[config.mk]
export PLATFORM = sky130hd
export DESIGN_NAME = host_cfg_regs
export DESIGN_NICKNAME = d
export VERILOG_FILES = /design/src/logic/host_cfg_pkg.sv /design/src/logic/rom_word_loader.sv /design/src/logic/host_cfg_regs.sv
export SDC_FILE = /design/constraint.sdc
export NUM_CORES = 1
export LEC_CHECK = 0
export ABC_AREA = 1
export BUFFER_PORTS_ARGS = -buffer_cell sky130_fd_sc_hd__buf_2
export CAP_MARGIN = 20
export CORE_MARGIN = 2
export CORE_UTILIZATION = 45
export CTS_BUF_LIST = sky130_fd_sc_hd__clkbuf_4 sky130_fd_sc_hd__clkbuf_8
export CTS_CLUSTER_DIAMETER = 80
export CTS_CLUSTER_SIZE = 8
export DETAILED_ROUTE_END_ITERATION = 16
export SLEW_MARGIN = 20
export SYNTH_ARGS = -nofsm -noshare
export SYNTH_HDL_FRONTEND = slang
export SYNTH_HIERARCHICAL = 1
export SYNTH_SLANG_ARGS = --single-unit
[constraint.sdc]
create_clock -name clock_i -period 1.9 [get_ports clock_i]
set_input_delay 0.38 -clock clock_i [delete_from_list [all_inputs] [get_ports clock_i]]
set_output_delay 0.38 -clock clock_i [all_outputs]
set_load 0.03 [all_outputs]
[src/logic/host_cfg_pkg.sv]
package host_cfg_pkg;

  // Clock and serial ROM timing.
  localparam int CLK_PERIOD_NS   = 100;
  localparam int ROM_SK_HALF_NS  = 1000;
  localparam int ROM_SK_HALF_CYC = (ROM_SK_HALF_NS + CLK_PERIOD_NS - 1) / CLK_PERIOD_NS;

  // Register offsets within a bank and the bank select location.
  localparam logic [3:0] OFS_WORD0    = 4'h0;
  localparam logic [3:0] OFS_WORD1    = 4'h2;
  localparam logic [3:0] OFS_WORD2    = 4'h4;
  localparam logic [3:0] OFS_BANK_SEL = 4'hE;

  // Bank numbers.
  localparam logic [5:0] BANK_BASE = 6'h00;
  localparam logic [5:0] BANK_MAC  = 6'h02;
  localparam logic [5:0] BANK_BUS  = 6'h03;

  // Field positions.
  localparam int SPEED_LSB     = 0;
  localparam int ROM_CS_BIT    = 0;
  localparam int ROM_SK_BIT    = 1;
  localparam int ROM_DO_BIT    = 2;
  localparam int ROM_DI_BIT    = 3;
  localparam int ROM_EN_BIT    = 4;
  localparam int BASE_LSB      = 5;
  localparam int CFG_SPEED_BIT = 1;

  // Reset values, and the slow bus speed set by the ROM configuration word.
  localparam logic [15:0] BASE_ADDR_RST = 16'h0300;
  localparam logic [1:0]  SPEED_RST     = 2'h0;
  localparam logic [1:0]  SPEED_SLOW    = 2'h3;
  localparam logic [5:0]  BANK_RST      = 6'h00;
  localparam logic [2:0]  PIN_BITS_RST  = 3'h0;
  localparam logic [15:0] MAC_RST       = 16'h0000;

  // Serial ROM word addresses and command framing.
  localparam logic [5:0] ROM_WORD_BASE   = 6'h00;
  localparam logic [5:0] ROM_WORD_MAC_LO = 6'h01;
  localparam logic [5:0] ROM_WORD_MAC_MI = 6'h02;
  localparam logic [5:0] ROM_WORD_MAC_HI = 6'h03;
  localparam logic [5:0] ROM_WORD_CFG    = 6'h06;
  localparam logic [2:0] ROM_READ_CMD    = 3'h6;
  localparam logic [4:0] ROM_CMD_BITS    = 5'h09;
  localparam logic [4:0] ROM_LAST_CLOCK  = 5'h19;

  // Loader states, Gray coded along idle, select, shift, gap, done; gap back to select changes two bits.
  typedef enum logic [2:0] {
    LD_IDLE   = 3'b000,
    LD_SELECT = 3'b001,
    LD_SHIFT  = 3'b011,
    LD_GAP    = 3'b010,
    LD_DONE   = 3'b110
  } loader_state_t;

  // Register port request from the host bus interface.
  typedef struct packed {
    logic        wr;
    logic        rd;
    logic [3:0]  addr;
    logic [15:0] wdata;
  } reg_req_t;

  // Serial ROM pins driven by the device.
  typedef struct packed {
    logic cs;
    logic sk;
    logic dout;
  } rom_pins_t;

  // One word fetched by the loader.
  typedef struct packed {
    logic        valid;
    logic [5:0]  addr;
    logic [15:0] data;
  } rom_word_t;

endpackage : host_cfg_pkg

[src/logic/rom_word_loader.sv]
`timescale 1ns/1ns
module rom_word_loader #(
  parameter int SK_HALF = host_cfg_pkg::ROM_SK_HALF_CYC
) (
  input  wire logic                    clock_i,
  input  wire logic                    rst_n_i,
  input  wire logic                    start_i,
  input  wire logic                    din_i,
  output host_cfg_pkg::rom_pins_t      pins_o,
  output host_cfg_pkg::rom_word_t      word_o,
  output logic                         done_o
);

  typedef struct packed {
    host_cfg_pkg::loader_state_t state;
    logic [15:0]                 tick;
    logic [4:0]                  clocks;
    logic [8:0]                  out_sr;
    logic [15:0]                 in_sr;
    logic [5:0]                  addr;
    host_cfg_pkg::rom_pins_t     pins;
    logic                        valid;
    logic                        done;
  } loader_t;

  loader_t st_reg;
  loader_t st_next;
  logic    half_tick;

  // Next word in the fetch order; the configuration word is the last one.
  function automatic logic [5:0] next_addr(input logic [5:0] a);
    case (a)
      host_cfg_pkg::ROM_WORD_BASE:   next_addr = host_cfg_pkg::ROM_WORD_MAC_LO;
      host_cfg_pkg::ROM_WORD_MAC_LO: next_addr = host_cfg_pkg::ROM_WORD_MAC_MI;
      host_cfg_pkg::ROM_WORD_MAC_MI: next_addr = host_cfg_pkg::ROM_WORD_MAC_HI;
      host_cfg_pkg::ROM_WORD_MAC_HI: next_addr = host_cfg_pkg::ROM_WORD_CFG;
      default:                       next_addr = host_cfg_pkg::ROM_WORD_BASE;
    endcase
  endfunction : next_addr

  // The half-period enable paces the serial clock well below the ROM's limit.
  assign half_tick = (st_reg.tick == 16'(SK_HALF - 1));

  // Word fetch sequencer: nine command bits out, one dummy, sixteen data bits in.
  always_comb begin
    st_next       = st_reg;
    st_next.valid = 1'b0;
    st_next.tick  = half_tick ? 16'h0000 : 16'(st_reg.tick + 16'h0001);
    case (st_reg.state)
      host_cfg_pkg::LD_IDLE: begin
        st_next.tick = 16'h0000;
        if (start_i) begin
          st_next.state   = host_cfg_pkg::LD_SELECT;
          st_next.addr    = host_cfg_pkg::ROM_WORD_BASE;
          st_next.pins.cs = 1'b1;
        end
      end
      host_cfg_pkg::LD_SELECT: begin
        if (half_tick) begin
          st_next.state     = host_cfg_pkg::LD_SHIFT;
          st_next.clocks    = 5'h00;
          st_next.out_sr    = {host_cfg_pkg::ROM_READ_CMD, st_reg.addr};
          st_next.pins.dout = host_cfg_pkg::ROM_READ_CMD[2];
        end
      end
      host_cfg_pkg::LD_SHIFT: begin
        if (half_tick) begin
          if (!st_reg.pins.sk) begin
            st_next.pins.sk = 1'b1;
          end else begin
            // Data is taken at the falling edge, after the ROM has driven it.
            st_next.pins.sk = 1'b0;
            st_next.out_sr  = {st_reg.out_sr[7:0], 1'b0};
            st_next.pins.dout = (st_reg.clocks < 5'(host_cfg_pkg::ROM_CMD_BITS - 5'h01))
                              ? st_reg.out_sr[7] : 1'b0;
            if (st_reg.clocks > host_cfg_pkg::ROM_CMD_BITS) begin
              st_next.in_sr = {st_reg.in_sr[14:0], din_i};
            end
            st_next.clocks = 5'(st_reg.clocks + 5'h01);
            if (st_reg.clocks == host_cfg_pkg::ROM_LAST_CLOCK) begin
              st_next.state   = host_cfg_pkg::LD_GAP;
              st_next.pins.cs = 1'b0;
              st_next.valid   = 1'b1;
              st_next.in_sr   = {st_reg.in_sr[14:0], din_i};
            end
          end
        end
      end
      host_cfg_pkg::LD_GAP: begin
        // Chip select stays low one half period so the ROM ends the read.
        if (half_tick) begin
          if (st_reg.addr == host_cfg_pkg::ROM_WORD_CFG) begin
            st_next.state = host_cfg_pkg::LD_DONE;
            st_next.done  = 1'b1;
          end else begin
            st_next.state   = host_cfg_pkg::LD_SELECT;
            st_next.addr    = next_addr(st_reg.addr);
            st_next.pins.cs = 1'b1;
          end
        end
      end
      host_cfg_pkg::LD_DONE: begin
        st_next.tick = 16'h0000;
      end
      default: begin
        st_next.state = host_cfg_pkg::LD_IDLE;
      end
    endcase
  end

  // Sequencer state register.
  always_ff @(posedge clock_i) begin
    if (!rst_n_i) begin
      st_reg <= '{state: host_cfg_pkg::LD_IDLE, tick: 16'h0000, clocks: 5'h00,
                  out_sr: 9'h000, in_sr: 16'h0000, addr: 6'h00,
                  pins: 3'h0, valid: 1'b0, done: 1'b0};
    end else begin
      st_reg <= st_next;
    end
  end

  assign pins_o = st_reg.pins;
  assign word_o = '{valid: st_reg.valid, addr: st_reg.addr, data: st_reg.in_sr};
  assign done_o = st_reg.done;

endmodule : rom_word_loader

[src/logic/host_cfg_regs.sv]
`timescale 1ns/1ns
module host_cfg_regs #(
  parameter int SK_HALF = host_cfg_pkg::ROM_SK_HALF_CYC
) (
  input  wire logic                 clock_i,
  input  wire logic                 rst_n_i,
  input  host_cfg_pkg::reg_req_t    req_i,
  input  wire logic                 rom_present_strap_i,
  input  wire logic                 rom_serial_in_pin_i,
  output logic [15:0]               rdata_o,
  output logic                      rd_valid_o,
  output logic [15:0]               base_addr_o,
  output logic [47:0]               station_addr_o,
  output logic [1:0]                bus_speed_select_o,
  output logic                      rom_serial_out_pin_o,
  output logic                      rom_serial_clock_pin_o,
  output logic                      rom_chip_select_pin_o,
  output logic                      load_busy_o
);

  typedef struct packed {
    logic [5:0]              bank_select_field;
    logic [15:0]             base_addr;
    logic [15:0]             mac_low;
    logic [15:0]             mac_mid;
    logic [15:0]             mac_high;
    logic [1:0]              bus_speed_select;
    logic                    software_rom_access_enable;
    logic [2:0]              rom_pin_bits;
    logic [15:0]             rdata;
    logic                    rd_valid;
    logic                    started;
    logic                    strap;
    logic                    load_start;
    logic                    load_busy;
    host_cfg_pkg::rom_pins_t pins;
  } regs_t;

  regs_t                   st_reg;
  regs_t                   st_next;
  logic                    strap_meta_reg;
  logic                    strap_sync_reg;
  logic                    din_meta_reg;
  logic                    din_sync_reg;
  host_cfg_pkg::rom_pins_t loader_pins;
  host_cfg_pkg::rom_word_t loader_word;
  logic                    loader_done;
  logic                    hit_mac;
  logic                    hit_bus;
  logic                    hit_base;

  // Pin synchronisers; left out of reset so the strap level is valid at release.
  always_ff @(posedge clock_i) begin
    strap_meta_reg <= rom_present_strap_i;
    strap_sync_reg <= strap_meta_reg;
    din_meta_reg   <= rom_serial_in_pin_i;
    din_sync_reg   <= din_meta_reg;
  end

  // Fetches base, MAC and configuration words once after a reset with the strap high.
  rom_word_loader #(
    .SK_HALF (SK_HALF)
  ) u_loader (
    .clock_i (clock_i),
    .rst_n_i (rst_n_i),
    .start_i (st_reg.load_start),
    .din_i   (din_sync_reg),
    .pins_o  (loader_pins),
    .word_o  (loader_word),
    .done_o  (loader_done)
  );

  // Bank decode of the low offsets.
  assign hit_mac  = (st_reg.bank_select_field == host_cfg_pkg::BANK_MAC);
  assign hit_bus  = (st_reg.bank_select_field == host_cfg_pkg::BANK_BUS);
  assign hit_base = (st_reg.bank_select_field == host_cfg_pkg::BANK_BASE);

  // Register file, loader capture and pin steering.
  always_comb begin
    st_next            = st_reg;
    st_next.rd_valid   = 1'b0;
    st_next.load_start = 1'b0;

    // The strap is caught in the first cycle after reset release.
    if (!st_reg.started) begin
      st_next.started    = 1'b1;
      st_next.strap      = strap_sync_reg;
      st_next.load_start = strap_sync_reg;
      st_next.load_busy  = strap_sync_reg;
    end
    if (loader_done) begin
      st_next.load_busy = 1'b0;
    end

    // Software writes.
    if (req_i.wr) begin
      if (req_i.addr == host_cfg_pkg::OFS_BANK_SEL) begin
        st_next.bank_select_field = req_i.wdata[5:0];
      end else if (hit_mac) begin
        case (req_i.addr)
          host_cfg_pkg::OFS_WORD0: st_next.mac_low  = req_i.wdata;
          host_cfg_pkg::OFS_WORD1: st_next.mac_mid  = req_i.wdata;
          host_cfg_pkg::OFS_WORD2: st_next.mac_high = req_i.wdata;
          default: begin
          end
        endcase
      end else if (hit_bus) begin
        case (req_i.addr)
          host_cfg_pkg::OFS_WORD0: begin
            st_next.bus_speed_select = req_i.wdata[host_cfg_pkg::SPEED_LSB +: 2];
          end
          host_cfg_pkg::OFS_WORD1: begin
            st_next.software_rom_access_enable = req_i.wdata[host_cfg_pkg::ROM_EN_BIT];
            st_next.rom_pin_bits = req_i.wdata[host_cfg_pkg::ROM_DO_BIT:host_cfg_pkg::ROM_CS_BIT];
          end
          default: begin
          end
        endcase
      end else if (hit_base && req_i.addr == host_cfg_pkg::OFS_WORD0) begin
        st_next.base_addr = {req_i.wdata[15:host_cfg_pkg::BASE_LSB],
                             host_cfg_pkg::BASE_LSB'(0)};
      end
    end

    // Loaded words win over a software write in the same cycle.
    if (loader_word.valid) begin
      case (loader_word.addr)
        host_cfg_pkg::ROM_WORD_BASE: begin
          st_next.base_addr = {loader_word.data[15:host_cfg_pkg::BASE_LSB],
                               host_cfg_pkg::BASE_LSB'(0)};
        end
        host_cfg_pkg::ROM_WORD_MAC_LO: st_next.mac_low  = loader_word.data;
        host_cfg_pkg::ROM_WORD_MAC_MI: st_next.mac_mid  = loader_word.data;
        host_cfg_pkg::ROM_WORD_MAC_HI: st_next.mac_high = loader_word.data;
        host_cfg_pkg::ROM_WORD_CFG: begin
          st_next.bus_speed_select = loader_word.data[host_cfg_pkg::CFG_SPEED_BIT]
                                   ? host_cfg_pkg::SPEED_SLOW
                                   : host_cfg_pkg::SPEED_RST;
        end
        default: begin
        end
      endcase
    end

    // Reads answer one cycle later; unmapped offsets read as zero.
    if (req_i.rd) begin
      st_next.rd_valid = 1'b1;
      st_next.rdata    = 16'h0000;
      if (req_i.addr == host_cfg_pkg::OFS_BANK_SEL) begin
        st_next.rdata = {10'h000, st_reg.bank_select_field};
      end else if (hit_mac) begin
        case (req_i.addr)
          host_cfg_pkg::OFS_WORD0: st_next.rdata = st_reg.mac_low;
          host_cfg_pkg::OFS_WORD1: st_next.rdata = st_reg.mac_mid;
          host_cfg_pkg::OFS_WORD2: st_next.rdata = st_reg.mac_high;
          default: st_next.rdata = 16'h0000;
        endcase
      end else if (hit_bus) begin
        case (req_i.addr)
          host_cfg_pkg::OFS_WORD0: st_next.rdata = {14'h0000, st_reg.bus_speed_select};
          host_cfg_pkg::OFS_WORD1: begin
            st_next.rdata = {11'h000, st_reg.software_rom_access_enable,
                             din_sync_reg, st_reg.rom_pin_bits};
          end
          default: st_next.rdata = 16'h0000;
        endcase
      end else if (hit_base && req_i.addr == host_cfg_pkg::OFS_WORD0) begin
        st_next.rdata = st_reg.base_addr;
      end
    end

    // Software owns the pins only while its access bit is set.
    if (st_reg.software_rom_access_enable) begin
      st_next.pins.dout = st_reg.rom_pin_bits[host_cfg_pkg::ROM_DO_BIT];
      st_next.pins.sk   = st_reg.rom_pin_bits[host_cfg_pkg::ROM_SK_BIT];
      st_next.pins.cs   = st_reg.rom_pin_bits[host_cfg_pkg::ROM_CS_BIT];
    end else begin
      st_next.pins = loader_pins;
    end
  end

  // State register; the MAC words clear to zero since software fills them without a ROM.
  always_ff @(posedge clock_i) begin
    if (!rst_n_i) begin
      st_reg <= '{bank_select_field:          host_cfg_pkg::BANK_RST,
                  base_addr:                  host_cfg_pkg::BASE_ADDR_RST,
                  mac_low:                    host_cfg_pkg::MAC_RST,
                  mac_mid:                    host_cfg_pkg::MAC_RST,
                  mac_high:                   host_cfg_pkg::MAC_RST,
                  bus_speed_select:           host_cfg_pkg::SPEED_RST,
                  software_rom_access_enable: 1'b0,
                  rom_pin_bits:               host_cfg_pkg::PIN_BITS_RST,
                  rdata:                      16'h0000,
                  rd_valid:                   1'b0,
                  started:                    1'b0,
                  strap:                      1'b0,
                  load_start:                 1'b0,
                  load_busy:                  1'b0,
                  pins:                       3'h0};
    end else begin
      st_reg <= st_next;
    end
  end

  // Outputs come straight from the state register.
  assign rdata_o                = st_reg.rdata;
  assign rd_valid_o             = st_reg.rd_valid;
  assign base_addr_o            = st_reg.base_addr;
  assign station_addr_o         = {st_reg.mac_high, st_reg.mac_mid, st_reg.mac_low};
  assign bus_speed_select_o     = st_reg.bus_speed_select;
  assign rom_serial_out_pin_o   = st_reg.pins.dout;
  assign rom_serial_clock_pin_o = st_reg.pins.sk;
  assign rom_chip_select_pin_o  = st_reg.pins.cs;
  assign load_busy_o            = st_reg.load_busy;

endmodule : host_cfg_regs

==> reports/metrics.csv <==
stage,metric,value,unit
floorplan,core.rowCount,50,
final_layout,register_area,0.003183,mm^2
logic_synthesis,syn_avg_cell_area,6.725,um^2
power,p_seq_share,49.3,%
route,routed_wl,22080,um
grt,grtUsageMet3,4.845,%
sta,hold_violations,0,
final_layout,multi_input_area,0.003844,mm^2
grt,grt_pass1_vias,6920,
logic_synthesis,synthesis.area,0.008642,mm^2
clock_tree,cts_sinks,159,
final_layout,final_common_cell,nand2_1,
power,clkPwrFrac,37.2,%
sta,fmax,571.3,MHz
clock_tree,clock_latency,450,ps
power,vdd_drop_max,0.4450,mV
worst_hold_path,worstHoldStart,rom_present_strap_i,
power,cellPowerDensity,773.2,mW/mm^2
route,drtIter0Drc,608,
sta,slew_headroom,66.47,%
power,p_comb_share,13.5,%
placed_design,routabilityCongestion,0.9233,
final_layout,fin_util,48.71,%
route,viasPerCell,4.989,
grt,antenna_found_initial,0,
worst_setup_path,r2r_slack,150,ps
grt,track_usage,22.07,%
route,wl_per_cell,14.31,um
logic_synthesis,ys_seq_elements,159,
run_status,status,finished clean,
power,power_switching,1.943,mW
floorplan,die-area,0.02033,mm^2
floorplan,start_util,46.05,%
floorplan,io_pins,113,
sta,rsz0062_at_grt,yes,
floorplan,die_y,142.6,um
worst_setup_path,cp-startpoint,u_loader/st_reg[41]$_SDFF_PP0_,
grt,grt_pass1_wl,35690,um
clock_tree,path_clk_slew,80,ps
worst_setup_path,crit_fanout,5,
route,via_count,7698,
clock_tree,clockBufferDepth,2,
grt,grt_use_met1,30.58,%
power,p_leak,4.600,nW
route,firstDrtPassIters,5,
worst_hold_path,min_path_type,input port to register,
logic_synthesis,syn_inst,1285,
power,total_power,7.068,mW
final_layout,largest_reg_flops,48,
grt,busiest_layer,met2,
worst_setup_path,worstSetupPathType,register to register,
worst_setup_path,crit_arrival,2130,ps
logic_synthesis,postSynth.asyncResetShare,0,%
worst_setup_path,r2r-end,u_loader/st_reg[59]$_SDFFE_PN0P_,
power,intPower,5.125,mW
grt,met2_usage,35.05,%
logic_synthesis,synth_warnings,6,
flow_run,maxCapViolations,0,
grt,grt_overflow,0,
placed_design,post-dp-hpwl,16690,um
worst_hold_path,min_to,strap_meta_reg$_DFF_P_,
final_layout,finalNetCount,1328,
placed_design,place_inst,1511,
worst_setup_path,r2r-start,u_loader/st_reg[41]$_SDFF_PP0_,
clock_tree,cts-root-buf,clkbuf_8,
worst_hold_path,min_path_cells,1,
sta,min_period,1750,ps
route,drc_errors,0,
power,switching_share,27.49,%
sta,tightest_slew,501.1,ps
logic_synthesis,synth-edff-count,0,
final_layout,final_cell_mix,"nand2_1, dfxtp_1, inv_1, nand3_1, buf_2",
logic_synthesis,synth_flop_cell,dfxtp_1,
clock_tree,cts_tree,done,
sta,drv_slew,0,
floorplan,die_w,142.6,um
sta,fin_skew,11.01,ps
logic_synthesis,ys_seq_area_share,36.83,%
clock_tree,cts_buffers,17,
final_layout,n_fill_cell,1972,
sta,period_share,92.13,%
sta,finalSetupViolCount,0,
logic_synthesis,yosys.cell_types.count,41,
route,drtAntennaViolNets,0,
floorplan,coreArea,0.01877,mm^2
final_layout,instances_no_fill,1543,
worst_setup_path,worst_setup_path_start_kind,register,
final_layout,antenna_cells,0,
clock_tree,htreeDepth,4,
final_layout,drive_above_1_share,17.65,%
worst_setup_path,required,2280,ps
final_layout,syn_to_final_growth,5.777,%
placed_design,io_buffers,112,
grt,grt_max_degree,38,
worst_setup_path,ff2ff_path_depth,9,
worst_setup_path,endpoint_kind,register,
-- per-layer routing --
layer	part of all wire (%)	vias to the layer above
li1	-	3999
met1	47	3438
met3	6.3	19
met4	1.1	0
met5	0	-
met2	45	242
-- stage by stage --
stage	hold slack [ps]	setup WS, ps	area, um^2	TNS [ps]
3_5_place_dp	315.0	74.82	8702	0
5_1_grt	0.3678	-21.27	9141	-79.76
3_3_place_gp	315.5	110.5	8702	0
4_1_cts	11.87	123.9	9110	0
6_report	34.31	149.5	9141	0
2_1_floorplan	309.6	329.8	8650	0
-- layout make-up --
class	count	area share, %
timing repair buffer	145	9.020
multi-input combinational	819	42.05
sequential	159	34.82
tap	234	3.203
clock inverter	7	1.204
clock buffer	23	3.258
inverter	156	6.447
-- timing repair --
action	CTS	global route
hold buffers	0	0
gates resized for setup	0	4
endpoints found under the setup margin	0	23
endpoints found under the hold margin	0	0
buffers inserted	0	2
-- cells in the mapped netlist (4+ instances only) --
cell type | number | share of area (%)
o21ai_1 | 20 | 1.2
ha_1 | 4 | 0.58
o21ai_0 | 74 | 4.3
o211ai_1 | 8 | 0.69
nor2_1 | 85 | 3.7
buf_2 | 12 | 0.69
dfxtp_1 | 159 | 37
inv_2 | 9 | 0.39
buf_4 | 112 | 9.7
inv_1 | 143 | 6.2
nor3_1 | 13 | 0.75
nand2_2 | 4 | 0.29
nand4_1 | 12 | 0.87
or2_2 | 16 | 1.2
clkbuf_1 | 22 | 0.96
nand2_1 | 319 | 14
nor2_2 | 8 | 0.58
a21oi_1 | 79 | 4.6
nand3_1 | 142 | 8.2
nor2_4 | 5 | 0.65
or2_0 | 4 | 0.29
-- worst max path at each step --
| stage | end | slack [ps] | cells past startpoint |
|---|---|---|---|
| floorplan | base_addr_o[11]$_SDFF_PN0_ | 330 | 9 |
| global placement | st_reg[24]$_SDFFE_PN0P_ | 110 | 10 |
| finish | u_loader/st_reg[59]$_SDFFE_PN0P_ | 150 | 9 |
| global route | u_loader/st_reg[38]$_SDFFE_PN0P_ | -20 | 9 |
| detailed placement | station_addr_o[11]$_SDFF_PN0_ | 70 | 10 |
| CTS | station_addr_o[6]$_SDFF_PN0_ | 120 | 8 |
-- power groups by stage --
stage | combinational (mW) | clock (mW) | sequential (mW)
after global routing | 1.08 | 2.84 | 3.49
after floorplan | 0.728 | 0 | 3.55
after detailed placement | 0.948 | 0 | 3.56
after global placement | 0.944 | 0 | 3.56
after CTS | 0.952 | 2.69 | 3.48
final | 0.954 | 2.63 | 3.48
-- kinds of logic (layout without fill, tap and decap cells) --
kind of cell	after synthesis	after routing	share of synthesized area, %
flip-flops	159	159	36.83
buffers and inverters	309	331	18.92
AO/OA/AOI/OAI	193	193	11.73
AND/OR/NAND/NOR	619	619	31.90
other	1	3	0.04339
adder cells (fa/ha/maj)	4	4	0.5791
-- critical path, cell delays in order, from the launching register on --
cell and delay [ps]:
dfxtp_1 390, ha_1 210, nand3_1 90, nor2_1 130
nand2_2 120, nand2_1 120, nand3_1 150, nor2_1 220
nand2_1 120, a21oi_1 140
Power figures use the tool's default switching activity.
